**src/hw/bcw_pkg.sv**
```systemverilog
// Constants, register map and BCD helpers for the clock, alarm and watchdog.
package bcw_pkg;

  localparam logic [3:0] A_HUND = 4'h0;
  localparam logic [3:0] A_SEC = 4'h1;
  localparam logic [3:0] A_MIN = 4'h2;
  localparam logic [3:0] A_ALM_MIN = 4'h3;
  localparam logic [3:0] A_HOUR = 4'h4;
  localparam logic [3:0] A_ALM_HOUR = 4'h5;
  localparam logic [3:0] A_DAY = 4'h6;
  localparam logic [3:0] A_ALM_DAY = 4'h7;
  localparam logic [3:0] A_DATE = 4'h8;
  localparam logic [3:0] A_MONTH = 4'h9;
  localparam logic [3:0] A_YEAR = 4'hA;
  localparam logic [3:0] A_CMD = 4'hB;
  localparam logic [3:0] A_WD_LO = 4'hC;
  localparam logic [3:0] A_WD_HI = 4'hD;
  localparam int unsigned REG_COUNT = 14;

  localparam int unsigned MON_OSC_DIS_BIT = 7;
  localparam int unsigned MON_SQW_DIS_BIT = 6;
  localparam int unsigned HOUR_12H_BIT = 6;
  localparam int unsigned HOUR_PM_BIT = 5;
  localparam int unsigned ALM_MASK_BIT = 7;
  localparam int unsigned CMD_TE_BIT = 7;
  localparam int unsigned CMD_ROUTE_BIT = 6;
  localparam int unsigned CMD_POL_BIT = 5;
  localparam int unsigned CMD_PULSE_BIT = 4;
  localparam int unsigned CMD_WD_MASK_BIT = 3;
  localparam int unsigned CMD_TOD_MASK_BIT = 2;
  localparam int unsigned CH_TOD = 0;
  localparam int unsigned CH_WD = 1;

  localparam logic [7:0] RST_DAY = 8'h01;
  localparam logic [7:0] RST_DATE = 8'h01;
  localparam logic [7:0] RST_MONTH = 8'hC1;
  localparam logic [7:0] RST_CMD = 8'h8C;

  localparam logic [7:0] HUND_MAX = 8'h99;
  localparam logic [7:0] SEC_MAX = 8'h59;
  localparam logic [7:0] HOUR24_MAX = 8'h23;
  localparam logic [7:0] HOUR12_MAX = 8'h12;
  localparam logic [7:0] HOUR12_LAST = 8'h11;
  localparam logic [7:0] DAY_MAX = 8'h07;
  localparam logic [7:0] MONTH_MAX = 8'h12;
  localparam logic [7:0] YEAR_MAX = 8'h99;

  localparam int unsigned CLK_HZ = 20_000_000;
  localparam int unsigned TICK_TIME_MS = 10;
  localparam int unsigned TICK_CYCLES = CLK_HZ / 1000 * TICK_TIME_MS;
  localparam int unsigned SQW_FREQ_HZ = 1024;
  localparam int unsigned SQW_HALF_CYCLES = CLK_HZ / (2 * SQW_FREQ_HZ);
  localparam int unsigned IRQ_PULSE_MS = 3;
  localparam int unsigned IRQ_PULSE_CYCLES =
    (CLK_HZ * IRQ_PULSE_MS + 999) / 1000;

  // Storage mask per address; zero bits never hold a written one.
  function automatic logic [7:0] reg_mask(input logic [3:0] a);
    unique case (a)
      A_SEC, A_MIN, A_HOUR: reg_mask = 8'h7F;
      A_DAY: reg_mask = 8'h07;
      A_ALM_DAY: reg_mask = 8'h87;
      A_DATE: reg_mask = 8'h3F;
      A_MONTH: reg_mask = 8'hDF;
      A_CMD: reg_mask = 8'hFC;
      default: reg_mask = 8'hFF;
    endcase
  endfunction : reg_mask

  function automatic logic [7:0] bcd_inc(input logic [7:0] v);
    if (v[3:0] == 4'h9) begin
      bcd_inc = {v[7:4] + 4'h1, 4'h0};
    end else begin
      bcd_inc = {v[7:4], v[3:0] + 4'h1};
    end
  endfunction : bcd_inc

  function automatic logic [7:0] month_last(input logic [7:0] mon,
                                            input logic [7:0] yr);
    logic leap;
    leap = yr[4] ? (yr[3:0] == 4'h2 || yr[3:0] == 4'h6)
                 : (yr[3:0] == 4'h0 || yr[3:0] == 4'h4 || yr[3:0] == 4'h8);
    unique case (mon[4:0])
      5'h02: month_last = leap ? 8'h29 : 8'h28;
      5'h04, 5'h06, 5'h09, 5'h11: month_last = 8'h30;
      default: month_last = 8'h31;
    endcase
  endfunction : month_last

  function automatic logic [13:0] bcd_to_bin(input logic [7:0] lo,
                                             input logic [7:0] hi);
    bcd_to_bin = 14'(hi[7:4]) * 14'd1000 + 14'(hi[3:0]) * 14'd100 +
                 14'(lo[7:4]) * 14'd10 + 14'(lo[3:0]);
  endfunction : bcd_to_bin

endpackage : bcw_pkg

```
**src/hw/bcw_core.sv**
```systemverilog
// Bytewide clock, calendar, alarm and watchdog core with its register file.
`timescale 1ns/1ps
module bcw_core #(
  parameter int unsigned ADDR_W = 15,
  parameter int unsigned TICK_CYCLES = bcw_pkg::TICK_CYCLES,
  parameter int unsigned SQW_HALF_CYCLES = bcw_pkg::SQW_HALF_CYCLES,
  parameter int unsigned IRQ_PULSE_CYCLES = bcw_pkg::IRQ_PULSE_CYCLES
) (
  input wire logic ref_clk,
  input wire logic arst_n,
  input wire logic power_ok,
  input wire logic [ADDR_W-1:0] addr,
  input wire logic ce_n,
  input wire logic oe_n,
  input wire logic we_n,
  input wire logic [7:0] data_i,
  output logic [7:0] data_o,
  output logic data_oe,
  output logic irq_out_a_o,
  output logic irq_out_a_oe,
  output logic irq_out_b_o,
  output logic irq_out_b_oe,
  output logic square_wave_out_o,
  output logic square_wave_out_oe
);
  import bcw_pkg::*;

  localparam int unsigned PW = $clog2(IRQ_PULSE_CYCLES + 1);
  localparam logic [PW-1:0] PULSE_LAST = PW'(IRQ_PULSE_CYCLES - 1);

  logic [7:0] regs [REG_COUNT];
  logic [7:0] t_hund, t_sec, t_min, t_hour, t_day, t_date, t_mon, t_year;
  logic [7:0] next_hund, next_sec, next_min, next_hour;
  logic [7:0] next_day, next_date, next_mon, next_year;
  logic roll, sec_wrap, day_carry, date_wrap;
  logic wr_act, rd_act, wr_act_q, rd_act_q, commit, rd_start;
  logic [ADDR_W-1:0] wr_addr;
  logic [7:0] wr_data, rdata;
  logic wr_hit, rd_hit, wr_time, load_pend;
  logic te, tick, sq_phase, wd_fire, wd_reload;
  logic tod_event, alm_min_ok, alm_hour_ok, alm_day_ok;
  logic [1:0] irq_evt, irq_clr, irq_flag;
  logic act_tod, act_wd, a_act, b_act;

  assign te = regs[A_CMD][CMD_TE_BIT];

  bcw_tick #(
    .TICK_CYCLES(TICK_CYCLES),
    .SQW_HALF_CYCLES(SQW_HALF_CYCLES)
  ) u_tick (
    .ref_clk(ref_clk),
    .arst_n(arst_n),
    .run(~regs[A_MONTH][MON_OSC_DIS_BIT]),
    .tick(tick),
    .sq_phase(sq_phase)
  );

  bcw_wdog u_wdog (
    .ref_clk(ref_clk),
    .arst_n(arst_n),
    .tick(tick),
    .reload(wd_reload),
    .wd_lo(regs[A_WD_LO]),
    .wd_hi(regs[A_WD_HI]),
    .fire(wd_fire)
  );

  assign wr_act = ~ce_n & ~we_n & power_ok;
  assign rd_act = ~ce_n & ~oe_n & we_n & power_ok;
  assign commit = wr_act_q & ~wr_act & power_ok;
  assign rd_start = rd_act & ~rd_act_q;
  assign wr_hit = (wr_addr >> 4) == '0 && wr_addr[3:0] <= A_WD_HI;
  assign rd_hit = (addr >> 4) == '0 && addr[3:0] <= A_WD_HI;
  assign wr_time = wr_hit && wr_addr[3:0] <= A_YEAR &&
                   wr_addr[3:0] != A_ALM_MIN && wr_addr[3:0] != A_ALM_HOUR &&
                   wr_addr[3:0] != A_ALM_DAY;

  // The address and data are held through the strobe and used at its end.
  always_ff @(posedge ref_clk or negedge arst_n) begin
    if (!arst_n) begin
      wr_act_q <= 1'b0;
      rd_act_q <= 1'b0;
      wr_addr <= '0;
      wr_data <= 8'h00;
    end else begin
      wr_act_q <= wr_act;
      rd_act_q <= rd_act;
      if (wr_act) begin
        wr_addr <= addr;
        wr_data <= data_i;
      end
    end
  end

  always_comb begin
    roll = (t_hund == HUND_MAX);
    next_hund = roll ? 8'h00 : bcd_inc(t_hund);
    sec_wrap = roll && (t_sec == SEC_MAX);
    next_sec = roll ? (sec_wrap ? 8'h00 : bcd_inc(t_sec)) : t_sec;
    next_min = t_min;
    next_hour = t_hour;
    next_day = t_day;
    next_date = t_date;
    next_mon = t_mon;
    next_year = t_year;
    day_carry = 1'b0;
    date_wrap = 1'b0;
    if (sec_wrap) begin
      next_min = (t_min == SEC_MAX) ? 8'h00 : bcd_inc(t_min);
      if (t_min == SEC_MAX) begin
        if (t_hour[HOUR_12H_BIT]) begin
          day_carry = t_hour[HOUR_PM_BIT] && ({3'b000, t_hour[4:0]}
                      == HOUR12_LAST);
          if ({3'b000, t_hour[4:0]} == HOUR12_MAX) begin
            next_hour = {t_hour[7:5], 5'h01};
          end else if ({3'b000, t_hour[4:0]} == HOUR12_LAST) begin
            next_hour = {t_hour[7:6], ~t_hour[HOUR_PM_BIT], HOUR12_MAX[4:0]};
          end else begin
            next_hour = {t_hour[7:5], 5'(bcd_inc({3'b000, t_hour[4:0]}))};
          end
        end else begin
          day_carry = (t_hour[5:0] == HOUR24_MAX[5:0]);
          next_hour = {t_hour[7:6], 6'(bcd_inc({2'b00, t_hour[5:0]}))};
          if (day_carry) begin
            next_hour = {t_hour[7:6], 6'h00};
          end
        end
      end
      if (day_carry) begin
        next_day = (t_day == DAY_MAX) ? 8'h01 : bcd_inc(t_day);
        date_wrap = (t_date == month_last(t_mon, t_year));
        next_date = date_wrap ? 8'h01 : bcd_inc(t_date);
        if (date_wrap) begin
          next_mon = (t_mon == MONTH_MAX) ? 8'h01 : bcd_inc(t_mon);
          if (t_mon == MONTH_MAX) begin
            next_year = (t_year == YEAR_MAX) ? 8'h00 : bcd_inc(t_year);
          end
        end
      end
    end
  end

  assign alm_min_ok = regs[A_ALM_MIN][ALM_MASK_BIT] ||
                      next_min[6:0] == regs[A_ALM_MIN][6:0];
  assign alm_hour_ok = regs[A_ALM_HOUR][ALM_MASK_BIT] ||
                       next_hour[6:0] == regs[A_ALM_HOUR][6:0];
  assign alm_day_ok = regs[A_ALM_DAY][ALM_MASK_BIT] ||
                      next_day[2:0] == regs[A_ALM_DAY][2:0];
  assign tod_event = tick && sec_wrap && alm_min_ok && alm_hour_ok &&
                     alm_day_ok;

  // A host time write waits here until transfers are enabled again.
  always_ff @(posedge ref_clk or negedge arst_n) begin
    if (!arst_n) begin
      load_pend <= 1'b0;
    end else if (commit && wr_time) begin
      load_pend <= 1'b1;
    end else if (te && !wr_act_q) begin
      load_pend <= 1'b0;
    end
  end

  always_ff @(posedge ref_clk or negedge arst_n) begin
    if (!arst_n) begin
      t_hund <= 8'h00;
      t_sec <= 8'h00;
      t_min <= 8'h00;
      t_hour <= 8'h00;
      t_day <= RST_DAY;
      t_date <= RST_DATE;
      t_mon <= {3'b000, RST_MONTH[4:0]};
      t_year <= 8'h00;
    end else if (load_pend && te && !wr_act_q) begin
      t_hund <= regs[A_HUND];
      t_sec <= regs[A_SEC];
      t_min <= regs[A_MIN];
      t_hour <= regs[A_HOUR];
      t_day <= regs[A_DAY];
      t_date <= regs[A_DATE];
      t_mon <= {3'b000, regs[A_MONTH][4:0]};
      t_year <= regs[A_YEAR];
    end else if (tick) begin
      t_hund <= next_hund;
      t_sec <= next_sec;
      t_min <= next_min;
      t_hour <= next_hour;
      t_day <= next_day;
      t_date <= next_date;
      t_mon <= next_mon;
      t_year <= next_year;
    end
  end

  // Register file; a host write in a tick cycle skips that copy-out.
  always_ff @(posedge ref_clk or negedge arst_n) begin
    if (!arst_n) begin
      for (int i = 0; i < REG_COUNT; i++) begin
        regs[i] <= 8'h00;
      end
      regs[A_DAY] <= RST_DAY;
      regs[A_DATE] <= RST_DATE;
      regs[A_MONTH] <= RST_MONTH;
      regs[A_CMD] <= RST_CMD;
    end else if (commit) begin
      if (wr_hit) begin
        regs[wr_addr[3:0]] <= wr_data & reg_mask(wr_addr[3:0]);
      end
    end else if (tick && te && !load_pend) begin
      regs[A_HUND] <= next_hund;
      regs[A_SEC] <= next_sec;
      regs[A_MIN] <= next_min;
      regs[A_HOUR] <= next_hour;
      regs[A_DAY] <= next_day;
      regs[A_DATE] <= next_date;
      regs[A_MONTH] <= {regs[A_MONTH][7:5], next_mon[4:0]};
      regs[A_YEAR] <= next_year;
    end
  end

  assign irq_clr[CH_TOD] = (commit && wr_hit && (wr_addr[3:0] == A_ALM_MIN ||
    wr_addr[3:0] == A_ALM_HOUR || wr_addr[3:0] == A_ALM_DAY)) ||
    (rd_start && rd_hit && (addr[3:0] == A_ALM_MIN ||
    addr[3:0] == A_ALM_HOUR || addr[3:0] == A_ALM_DAY));
  assign irq_clr[CH_WD] = (commit && wr_hit && (wr_addr[3:0] == A_WD_LO ||
    wr_addr[3:0] == A_WD_HI)) || (rd_start && rd_hit &&
    (addr[3:0] == A_WD_LO || addr[3:0] == A_WD_HI));
  assign irq_evt[CH_TOD] = tod_event;
  assign irq_evt[CH_WD] = wd_fire;

  // Reload one cycle later so a fresh write value is already stored.
  always_ff @(posedge ref_clk or negedge arst_n) begin
    if (!arst_n) begin
      wd_reload <= 1'b0;
    end else begin
      wd_reload <= irq_clr[CH_WD];
    end
  end

  for (genvar ch = 0; ch < 2; ch++) begin : g_irq
    logic flag;
    logic [PW-1:0] pcnt;
    assign irq_flag[ch] = flag;
    always_ff @(posedge ref_clk or negedge arst_n) begin
      if (!arst_n) begin
        flag <= 1'b0;
        pcnt <= '0;
      end else if (irq_evt[ch]) begin
        flag <= 1'b1;
        pcnt <= PULSE_LAST;
      end else if (irq_clr[ch]) begin
        flag <= 1'b0;
        pcnt <= '0;
      end else if (regs[A_CMD][CMD_PULSE_BIT] && flag) begin
        if (pcnt == '0) begin
          flag <= 1'b0;
        end else begin
          pcnt <= pcnt - 1'b1;
        end
      end
    end
  end

  assign act_tod = irq_flag[CH_TOD] & ~regs[A_CMD][CMD_TOD_MASK_BIT];
  assign act_wd = irq_flag[CH_WD] & ~regs[A_CMD][CMD_WD_MASK_BIT];
  assign a_act = regs[A_CMD][CMD_ROUTE_BIT] ? act_tod : act_wd;
  assign b_act = regs[A_CMD][CMD_ROUTE_BIT] ? act_wd : act_tod;

  always_comb begin
    rdata = 8'h00;
    if (rd_hit) begin
      rdata = regs[addr[3:0]];
      if (addr[3:0] == A_CMD) begin
        rdata = {regs[A_CMD][7:2], irq_flag[CH_WD], irq_flag[CH_TOD]};
      end
    end
  end

  always_ff @(posedge ref_clk or negedge arst_n) begin
    if (!arst_n) begin
      data_o <= 8'h00;
      data_oe <= 1'b0;
    end else begin
      data_o <= rd_act ? rdata : 8'h00;
      data_oe <= rd_act;
    end
  end

  // Output A only ever pulls low; output B can source only with supply up.
  always_ff @(posedge ref_clk or negedge arst_n) begin
    if (!arst_n) begin
      irq_out_a_o <= 1'b0;
      irq_out_a_oe <= 1'b0;
      irq_out_b_o <= 1'b0;
      irq_out_b_oe <= 1'b0;
    end else begin
      irq_out_a_o <= 1'b0;
      irq_out_a_oe <= a_act;
      irq_out_b_o <= regs[A_CMD][CMD_POL_BIT];
      irq_out_b_oe <= b_act & (~regs[A_CMD][CMD_POL_BIT] | power_ok);
    end
  end

  always_ff @(posedge ref_clk or negedge arst_n) begin
    if (!arst_n) begin
      square_wave_out_o <= 1'b0;
      square_wave_out_oe <= 1'b0;
    end else begin
      square_wave_out_o <= sq_phase;
      square_wave_out_oe <= ~regs[A_MONTH][MON_SQW_DIS_BIT];
    end
  end

endmodule : bcw_core

```
**src/hw/bcw_tick.sv**
```systemverilog
// Hundredths tick and square-wave phase derived from the reference clock.
`timescale 1ns/1ps
module bcw_tick #(
  parameter int unsigned TICK_CYCLES = bcw_pkg::TICK_CYCLES,
  parameter int unsigned SQW_HALF_CYCLES = bcw_pkg::SQW_HALF_CYCLES
) (
  input wire logic ref_clk,
  input wire logic arst_n,
  input wire logic run,
  output logic tick,
  output logic sq_phase
);
  import bcw_pkg::*;

  localparam int unsigned TW = $clog2(TICK_CYCLES);
  localparam int unsigned SW = $clog2(SQW_HALF_CYCLES);
  localparam logic [TW-1:0] TICK_LAST = TW'(TICK_CYCLES - 1);
  localparam logic [SW-1:0] SQW_LAST = SW'(SQW_HALF_CYCLES - 1);

  logic [TW-1:0] tcnt;
  logic [SW-1:0] scnt;

  always_ff @(posedge ref_clk or negedge arst_n) begin
    if (!arst_n) begin
      tcnt <= '0;
      tick <= 1'b0;
    end else begin
      tick <= run && (tcnt == TICK_LAST);
      if (run) begin
        tcnt <= (tcnt == TICK_LAST) ? '0 : tcnt + 1'b1;
      end
    end
  end

  always_ff @(posedge ref_clk or negedge arst_n) begin
    if (!arst_n) begin
      scnt <= '0;
      sq_phase <= 1'b0;
    end else if (run) begin
      if (scnt == SQW_LAST) begin
        scnt <= '0;
        sq_phase <= ~sq_phase;
      end else begin
        scnt <= scnt + 1'b1;
      end
    end
  end

endmodule : bcw_tick

```
**src/hw/bcw_wdog.sv**
```systemverilog
// Watchdog countdown in hundredths of a second with periodic fire pulse.
`timescale 1ns/1ps
module bcw_wdog (
  input wire logic ref_clk,
  input wire logic arst_n,
  input wire logic tick,
  input wire logic reload,
  input wire logic [7:0] wd_lo,
  input wire logic [7:0] wd_hi,
  output logic fire
);
  import bcw_pkg::*;

  logic [13:0] load_val;
  logic [13:0] cnt;

  assign load_val = bcd_to_bin(wd_lo, wd_hi);

  always_ff @(posedge ref_clk or negedge arst_n) begin
    if (!arst_n) begin
      cnt <= '0;
      fire <= 1'b0;
    end else begin
      fire <= 1'b0;
      if (reload) begin
        cnt <= load_val;
      end else if (tick && load_val != 14'd0) begin
        if (cnt <= 14'd1) begin
          fire <= 1'b1;
          cnt <= load_val;
        end else begin
          cnt <= cnt - 14'd1;
        end
      end
    end
  end

endmodule : bcw_wdog
```
**config.mk**
```make
export PLATFORM = sky130hd
export DESIGN_NAME = bcw_core
export DESIGN_NICKNAME = d
export VERILOG_FILES = /design/src/hw/bcw_pkg.sv /design/src/hw/bcw_core.sv /design/src/hw/bcw_tick.sv /design/src/hw/bcw_wdog.sv
export SDC_FILE = /design/constraint.sdc
export NUM_CORES = 1
export LEC_CHECK = 0
export ABC_CLOCK_PERIOD_IN_PS = 12400
export BUFFER_PORTS_ARGS = -buffer_cell sky130_fd_sc_hd__buf_2
export CAP_MARGIN = 20
export CORE_MARGIN = 1.5
export CORE_UTILIZATION = 37
export CTS_BUF_LIST = sky130_fd_sc_hd__clkbuf_8
export CTS_CLUSTER_SIZE = 28
export DETAILED_ROUTE_END_ITERATION = 10
export PLACE_DENSITY_LB_ADDON = 0.08
export SLEW_MARGIN = 20
export SYNTH_ARGS = -nofsm -noshare
export SYNTH_HDL_FRONTEND = slang
export SYNTH_SLANG_ARGS = --single-unit
```
**constraint.sdc**
```tcl
create_clock -name ref_clk -period 12.4 [get_ports ref_clk]
set_clock_uncertainty 0.1 [all_clocks]
set_input_delay 3.72 -clock ref_clk [delete_from_list [all_inputs] [get_ports ref_clk]]
set_output_delay 3.72 -clock ref_clk [all_outputs]
set_load 0.005 [all_outputs]
```
==> results.txt, run 1 <==
CP Data Required Time - 12.80 ns
Switch Pwr - 768 uW
synth top area cells - dfrtp_1 39%, ha_1 6.0%, o21ai_0 4.8%
grt ovf - 0
RSZ-0062 raised after global routing - no
Reg clk slew, reported paths - 0.06 ns
die height - 227 um
worst-path maximum fanout - 23
Hold-fix buffers, CTS - 0
Worst R2R Start - regs[6]$_DFFE_PN0P_
CP Buf/Inv Count - 2
initial antenna violation count - 0
Port Buffers - 42
prevailing post-synth register cell - dfrtp_1
CP peak stage delay - 0.90 ns
Core Footprint - 49200 sq um
R2R depth - 21
run status - finished, final reports clean
Max Root-Sink Buffers - 3
number of remaining DRC errors - 0
Final Max Tran Viols - 0
FF-to-FF End - u_wdog.cnt[13]$_DFFE_PN0P_
leak pwr - 8.97 nW
Sequential Power Share - 0.464
share of layout cells above drive strength 1 - 0.118
clock network power share - 0.385
Final Hold Fails - 0
Post-DP HPWL - 38.5 mm
relative slew slack - 0.305
Worst Path Arrival - 6.43 ns
drt wl/cell - 20.2 um
CTS sink cnt - 297
drt pass-1 iters - 5
drt total wl - 55.0 mm
die width - 227 um
switch share - 0.308
Worst path slowest cell - nor3_1
DR vias - 15200
worst-margin pin slew - 1.04 ns
Fillers - 4903
WHS Endpoint - square_wave_out_o$_DFF_PN0_
Yosys reg bits - 297
Max Clock Freq - 166 MHz
syn_area_per_cell - 9.30 sq um
post-CTS setup buffer count - 0
total internal power - 1.73 mW
Mapped Cells - 1988
endpoints failing setup - 0
Routed Antenna Nets - 0
DRT iter0 DRCs - 1010
synth warn - 0
Clk Latency, worst-skew pair - 0.67 ns
Synth top area share - 0.387
TNS Setup - 0 ns
Clock Root Buffer - clkbuf_8
Die ar. - 51300 sq um
HP Class - register to register
P per Cell Area - 122 nW/um^2
I/O pins - 44
H-tree depth - 2
vias in the first global route - 14800
CTS tree - done
pin count of the biggest net entering global routing - 106
Layout Area Growth over Synthesis - 10.7%
min cycle time layout - 6.03 ns
critical path class - input pin to register
CP delay by family, top - simple AND/OR/NAND/NOR gates
synthesized cell area - 18500 sq um
register area share after synthesis - 0.403
Post-synth EDFFs - 0
Core Rows - 81
starting density of the core - 0.376
Setup crit end kind - register
Total GRT Usage - 0.220
Hold Path Cell Cnt - 0
# resized after CTS - 0
Nets - 2155
Async SR Flop Fraction - 1.00
average via count per standard cell - 5.58
min-delay src - u_tick.sq_phase$_DFFE_PN0P_
cell chain of the critical path - buf_2, o211a_1, buf_4, nand4_1, nor3_1, and2_1, nor2_1, a22oi_1, o21ai_0
Placer Congestion - 0.838
maximum vdd ir drop - 63.8 uV
Period Utilization, post-route - 0.487
Design Power - 2.49 mW
CTS Buf Count - 55
first-pass GRT wire length - 86.9 mm
Gate power share - 0.151
post-synth top area cell - dfrtp_1
CP Launch Type - input pin
reg2reg setup slack - 6.45 ns
Max Cap Viol - 0
count of cell types in the netlist - 95
Syn Nets - 2123
==> how the worst max path moves through the flow <==
stage | startpoint | end | depth (start not counted)
CTS | regs[6]$_DFFE_PN0P_ | u_wdog.cnt[13]$_DFFE_PN0P_ | 21
floorplan | addr[0] | data_o[0]$_DFF_PN0_ | 6
global route | regs[6]$_DFFE_PN0P_ | u_wdog.cnt[13]$_DFFE_PN0P_ | 21
global placement | we_n | regs[31]$_DFFE_PN0P_ | 10
finish | we_n | regs[95]$_DFFE_PN0P_ | 9
detailed placement | we_n | regs[95]$_DFFE_PN0P_ | 9
==> kinds of logic (layout without fill, tap and decap cells) <==
logic type               after synthesis  count (layout)  synth area share
AND/OR/NAND/NOR                      695             695             0.184
flip-flops                           297             297             0.403
AO/OA/AOI/OAI                        509             509             0.180
other                                  1               2          0.000203
XOR/XNOR                             106             106            0.0502
adder cells (fa/ha/maj)              106             106            0.0787
multiplexers                          94              94            0.0650
buffers and inverters                180             254            0.0391
==> registers in the layout, indices dropped and copies added (netlist names), 2 cells and up <==
register	flops
t_hour	8
t_date	8
u_tick.tcnt	18
regs	110
u_tick.scnt	14
t_hund	8
wr_addr	15
g_irq.flag	2
t_min	8
u_wdog.cnt	14
t_sec	8
t_mon	8
wr_data	8
t_day	8
data_o	8
t_year	8
g_irq.pcnt	32
==> cell type report <==
| class | count | area (sq um) | share of cell area |
|---|---|---|---|
| Timing Repair Buffer | 61 | 367 | 0.0179 |
| Inverter | 94 | 353 | 0.0172 |
| Sequential cell | 297 | 7450 | 0.364 |
| Antenna cell | 1 | 2.50 | 0.000122 |
| Clock inverter | 30 | 163 | 0.00795 |
| Multi-Input combinational cell | 1511 | 10300 | 0.506 |
| Tap cell | 664 | 831 | 0.0406 |
| Clock buffer | 69 | 950 | 0.0464 |
==> metal layers <==
layer | wire length, um | global-route usage | vias to the layer above
met4 | 1690 | 0.0735 | 0
met3 | 2380 | 0.0363 | 102
li1 | - | - | 7246
met5 | 0 | 0 | -
met1 | 25400 | 0.300 | 7542
met2 | 25500 | 0.354 | 331
==> synthesized netlist by cell type (38+ instances only) <==
| master | instances |
|---|---|
| nand3_1 | 46 |
| nor2_1 | 169 |
| inv_1 | 92 |
| xnor2_1 | 63 |
| ha_1 | 89 |
| dfrtp_1 | 286 |
| a21oi_1 | 92 |
| xor2_1 | 43 |
| nand2_1 | 235 |
| mux2i_1 | 39 |
| clkbuf_1 | 62 |
| o21ai_0 | 178 |
| mux2_2 | 38 |
| nor3_1 | 52 |
==> power groups by stage <==
stage                     Clock [mW]  Sequential [mW]  Combinational, mW
after floorplan                    0             1.14              0.265
after global placement             0             1.17              0.372
after detailed placement           0             1.17              0.377
after CTS                      0.991             1.16              0.379
after global routing            1.04             1.17              0.424
final                          0.959             1.16              0.377
==> per-stage QoR <==
stage	cells	hold WS, ns	area (sq um)	util	worst slack, ns
floorplan	1988	0.272	18500	-	6.53
global placement	2626	0.281	19300	0.393	5.81
detailed placement	2626	0.284	19300	0.393	5.74
CTS	2725	0.298	20400	0.416	6.41
global route	2726	0.305	20500	0.416	6.03
finish	2727	0.296	20500	0.416	6.37
==> placed cells by master, fill, tap and decap left out, drive strengths merged, types with 13 or more instances in the layout <==
cell type	netlist	layout
a21o	16	16
a21oi	93	93
a22oi	17	17
a31oi	24	24
and2	14	14
and3	23	23
buf	24	61
clkbuf	62	69
clkinv	1	13
dfrtp	286	286
fa	17	17
ha	89	89
inv	93	109
mux2	38	38
mux2i	40	40
mux4	16	16
nand2	236	236
nand2b	15	15
nand3	46	46
nand4	15	15
nor2	169	169
nor2b	13	13
nor3	52	52
nor4	25	25
o211ai	14	14
o21a	13	13
o21ai	183	183
o21bai	16	16
o221ai	27	27
or3	21	21
xnor2	63	63
xor2	43	43
Power figures use the tool's default switching activity.
==> run 2: changes to the inputs <==
--- a/config.mk
+++ b/config.mk
@@ -5,7 +5,8 @@
 export SDC_FILE = /design/constraint.sdc
 export NUM_CORES = 1
 export LEC_CHECK = 0
-export ABC_CLOCK_PERIOD_IN_PS = 12400
+export ABC_AREA = 1
+export ABC_CLOCK_PERIOD_IN_PS = 5400
 export BUFFER_PORTS_ARGS = -buffer_cell sky130_fd_sc_hd__buf_2
 export CAP_MARGIN = 20
 export CORE_MARGIN = 1.5
==> constraint.sdc (replaced) <==
create_clock -name ref_clk -period 5.4 [get_ports ref_clk]
set_clock_uncertainty 0.1 [all_clocks]
set_input_delay 1.62 -clock ref_clk [delete_from_list [all_inputs] [get_ports ref_clk]]
set_output_delay 1.62 -clock ref_clk [all_outputs]
set_load 0.005 [all_outputs]
==> results.txt, run 2 <==
Die ar. - 52800 sq um
count of cell types in the netlist - 62
DRT iter0 DRCs - 1561
drt wl/cell - 19.0 um
CP peak stage delay - 0.61 ns
vias in the first global route - 17400
Synth top area share - 0.376
Layout Area Growth over Synthesis - 12.2%
synth warn - 0
Max Root-Sink Buffers - 3
H-tree depth - 2
register area share after synthesis - 0.391
die height - 230 um
Port Buffers - 42
min cycle time layout - 5.03 ns
CP Launch Type - register
grt ovf - 0
Max Clock Freq - 199 MHz
maximum vdd ir drop - 149 uV
Async SR Flop Fraction - 1.00
most numerous cell in the Yosys netlist - nand2_1
commonest non-fill, non-tap cell in the layout - nand2_1
Clk Latency, worst-skew pair - 0.68 ns
Core Rows - 82
Reg clk slew, reported paths - 0.06 ns
R2R depth - 25
CP Data Required Time - 5.83 ns
share of layout cells above drive strength 1 - 0.0901
endpoints failing setup - 0
synth top area cells - dfrtp_1 38%, nand2_1 12%, inv_1 6.8%
Setup crit end kind - register
run status - finished, final reports clean
I/O pins - 44
number of remaining DRC errors - 0
drt pass-1 iters - 6
drt total wl - 63.0 mm
CP delay by family, top - adder cells
initial antenna violation count - 5
synthesized cell area - 19000 sq um
pin count of the biggest net entering global routing - 107
leak pwr - 10.1 nW
die width - 230 um
Syn Nets - 2666
Clock Root Buffer - clkbuf_8
P per Cell Area - 234 nW/um^2
Mapped Cells - 2531
Hold Path Cell Cnt - 0
max reg flops - 110
Worst Path Arrival - 5.46 ns
Nets - 2728
Fillers - 5296
DR vias - 17800
starting density of the core - 0.377
Period Utilization, post-route - 0.931
FF+latch area - 7450 sq um
area of the multi-input gates - 10000 sq um
instance count on the critical path - 25
fin cells - 3316
most frequent cells in the layout - 605 x nand2_1, 373 x inv_1, 285 x dfrtp_1, 215 x o21ai_0, 196 x nor2_1
Placer Congestion - 0.910
critical path class - register to register
reg2reg setup slack - 0.37 ns
worst-margin pin slew - 1.13 ns
prevailing post-synth register cell - dfrtp_1
CTS tree - done
Post-synth EDFFs - 0
post-synth top area cell - dfrtp_1
Largest regs - regs (110), g_irq.pcnt (32), u_tick.tcnt (18)
relative slew slack - 0.247
Yosys reg bits - 297
average via count per standard cell - 5.36
Final Hold Fails - 0
HP Class - register to register
dpl cells - 3202
Total GRT Usage - 0.238
Worst path slowest cell - fa_2
CTS Buf Count - 59
first-pass GRT wire length - 99.3 mm
most frequent cells after synthesis - 605 x nand2_1, 345 x inv_1, 286 x dfrtp_1
CP dominant cell by count - nand2_1
worst-path maximum fanout - 14
Post-DP HPWL - 44.6 mm
TNS Setup - 0 ns
Routed Antenna Nets - 0
RSZ-0062 raised after global routing - no
CP Buf/Inv Count - 5
CTS sink cnt - 297
Top reg by flops - regs
syn_area_per_cell - 7.52 sq um
Final Max Tran Viols - 0
Max Cap Viol - 0
Core Footprint - 50500 sq um
-- run 2: changes by cell type in the layout (fill, tap and decap cells not counted), sizes merged, moves of 21 or more --
cell / change
inv: +275
nand4: +31
mux2i: -39
mux2: -38
o21ai: +44
o211ai: +39
nor2: +52
nand3: +116
a21oi: +25
or3: -21
nand2: +379
and3: -21
o221ai: +21
xnor2: -37
-- run 2: worst register-to-register path, cell delays in order, from the launching register on --
cell     delay (ns)
dfrtp_1        0.40
fa_2           0.61
inv_1          0.09
fa_1           0.50
inv_1          0.06
ha_4           0.28
nand2_1        0.06
o21ai_2        0.15
xor2_1         0.16
inv_1          0.06
ha_1           0.27
ha_1           0.29
ha_1           0.36
inv_1          0.11
nor4_4         0.23
nand3_1        0.11
nand3_1        0.11
xor2_1         0.20
nand2_1        0.07
nor2_1         0.10
nand2_1        0.08
nand2_2        0.11
nand2_1        0.11
buf_12         0.18
nand2_1        0.07
nand2_1        0.05
-- run 2: stage by stage --
stage                util  power (mW)  setup slack [ns]  hold WS, ns  area [sq um]
floorplan               -        2.50             0.469        0.272         19000
global placement    0.398        2.73             0.173        0.282         20100
detailed placement  0.398        2.73            0.0458        0.294         20100
CTS                 0.422        5.07            0.0254        0.310         21300
global route        0.423        5.21            0.0644        0.345         21400
finish              0.423        5.01             0.374        0.303         21400
-- run 2: routing by layer --
metal / routed length, um / global-route usage
met1: 29700 / 0.337
met2: 28400 / 0.377
met3: 3660 / 0.0350
met4: 1280 / 0.0676
met5: 21 / 0
-- run 2: cells by family (layout without fill, tap and decap cells) --
group,after synthesis,in the layout,share of synthesized area
buf+inv,428,539,0.0863
xor+xnor,62,62,0.0285
other cells,1,3,0.000197
flops,297,297,0.391
mux,1,1,0.000526
simple gates,1142,1142,0.263
fa+ha+maj,106,106,0.0763
compound gates,494,494,0.154
-- run 2: where the power goes --
group          internal (mW)  switching, mW  leakage, nW
combinational         0.0864          0.321         5.55
clock                   1.25           1.06        0.713
sequential              2.26         0.0293         3.85
-- run 2: path summary, 6_finish.rpt --
path	start	endpoint
worst max register to register	regs[7]$_DFFE_PN0P_	u_wdog.cnt[11]$_DFFE_PN0P_
worst min register to register	u_tick.sq_phase$_DFFE_PN0P_	square_wave_out_o$_DFF_PN0_
worst max-delay path	regs[7]$_DFFE_PN0P_	u_wdog.cnt[11]$_DFFE_PN0P_
min in group asynchronous	arst_n	t_mon[1]$_DFFE_PN0N_
worst min-delay path	u_tick.sq_phase$_DFFE_PN0P_	square_wave_out_o$_DFF_PN0_
max in group asynchronous	arst_n	regs[19]$_DFFE_PN1P_
-- run 2: final cells by class --
class / count / area share
antenna: 2 / 0.000234
clock buffer: 72 / 0.0464
clock inverter: 38 / 0.00873
inverter: 359 / 0.0632
multi-input combinational: 1806 / 0.470
sequential: 297 / 0.349
timing repair buffer: 70 / 0.0237
tap: 672 / 0.0394
-- run 2: what timing repair did --
action | 4_1_cts | 5_1_grt
buffers inserted | 0 | 2
hold buffers | 0 | 0
gates resized for setup | 0 | 9
endpoints found under the setup margin | 0 | 14
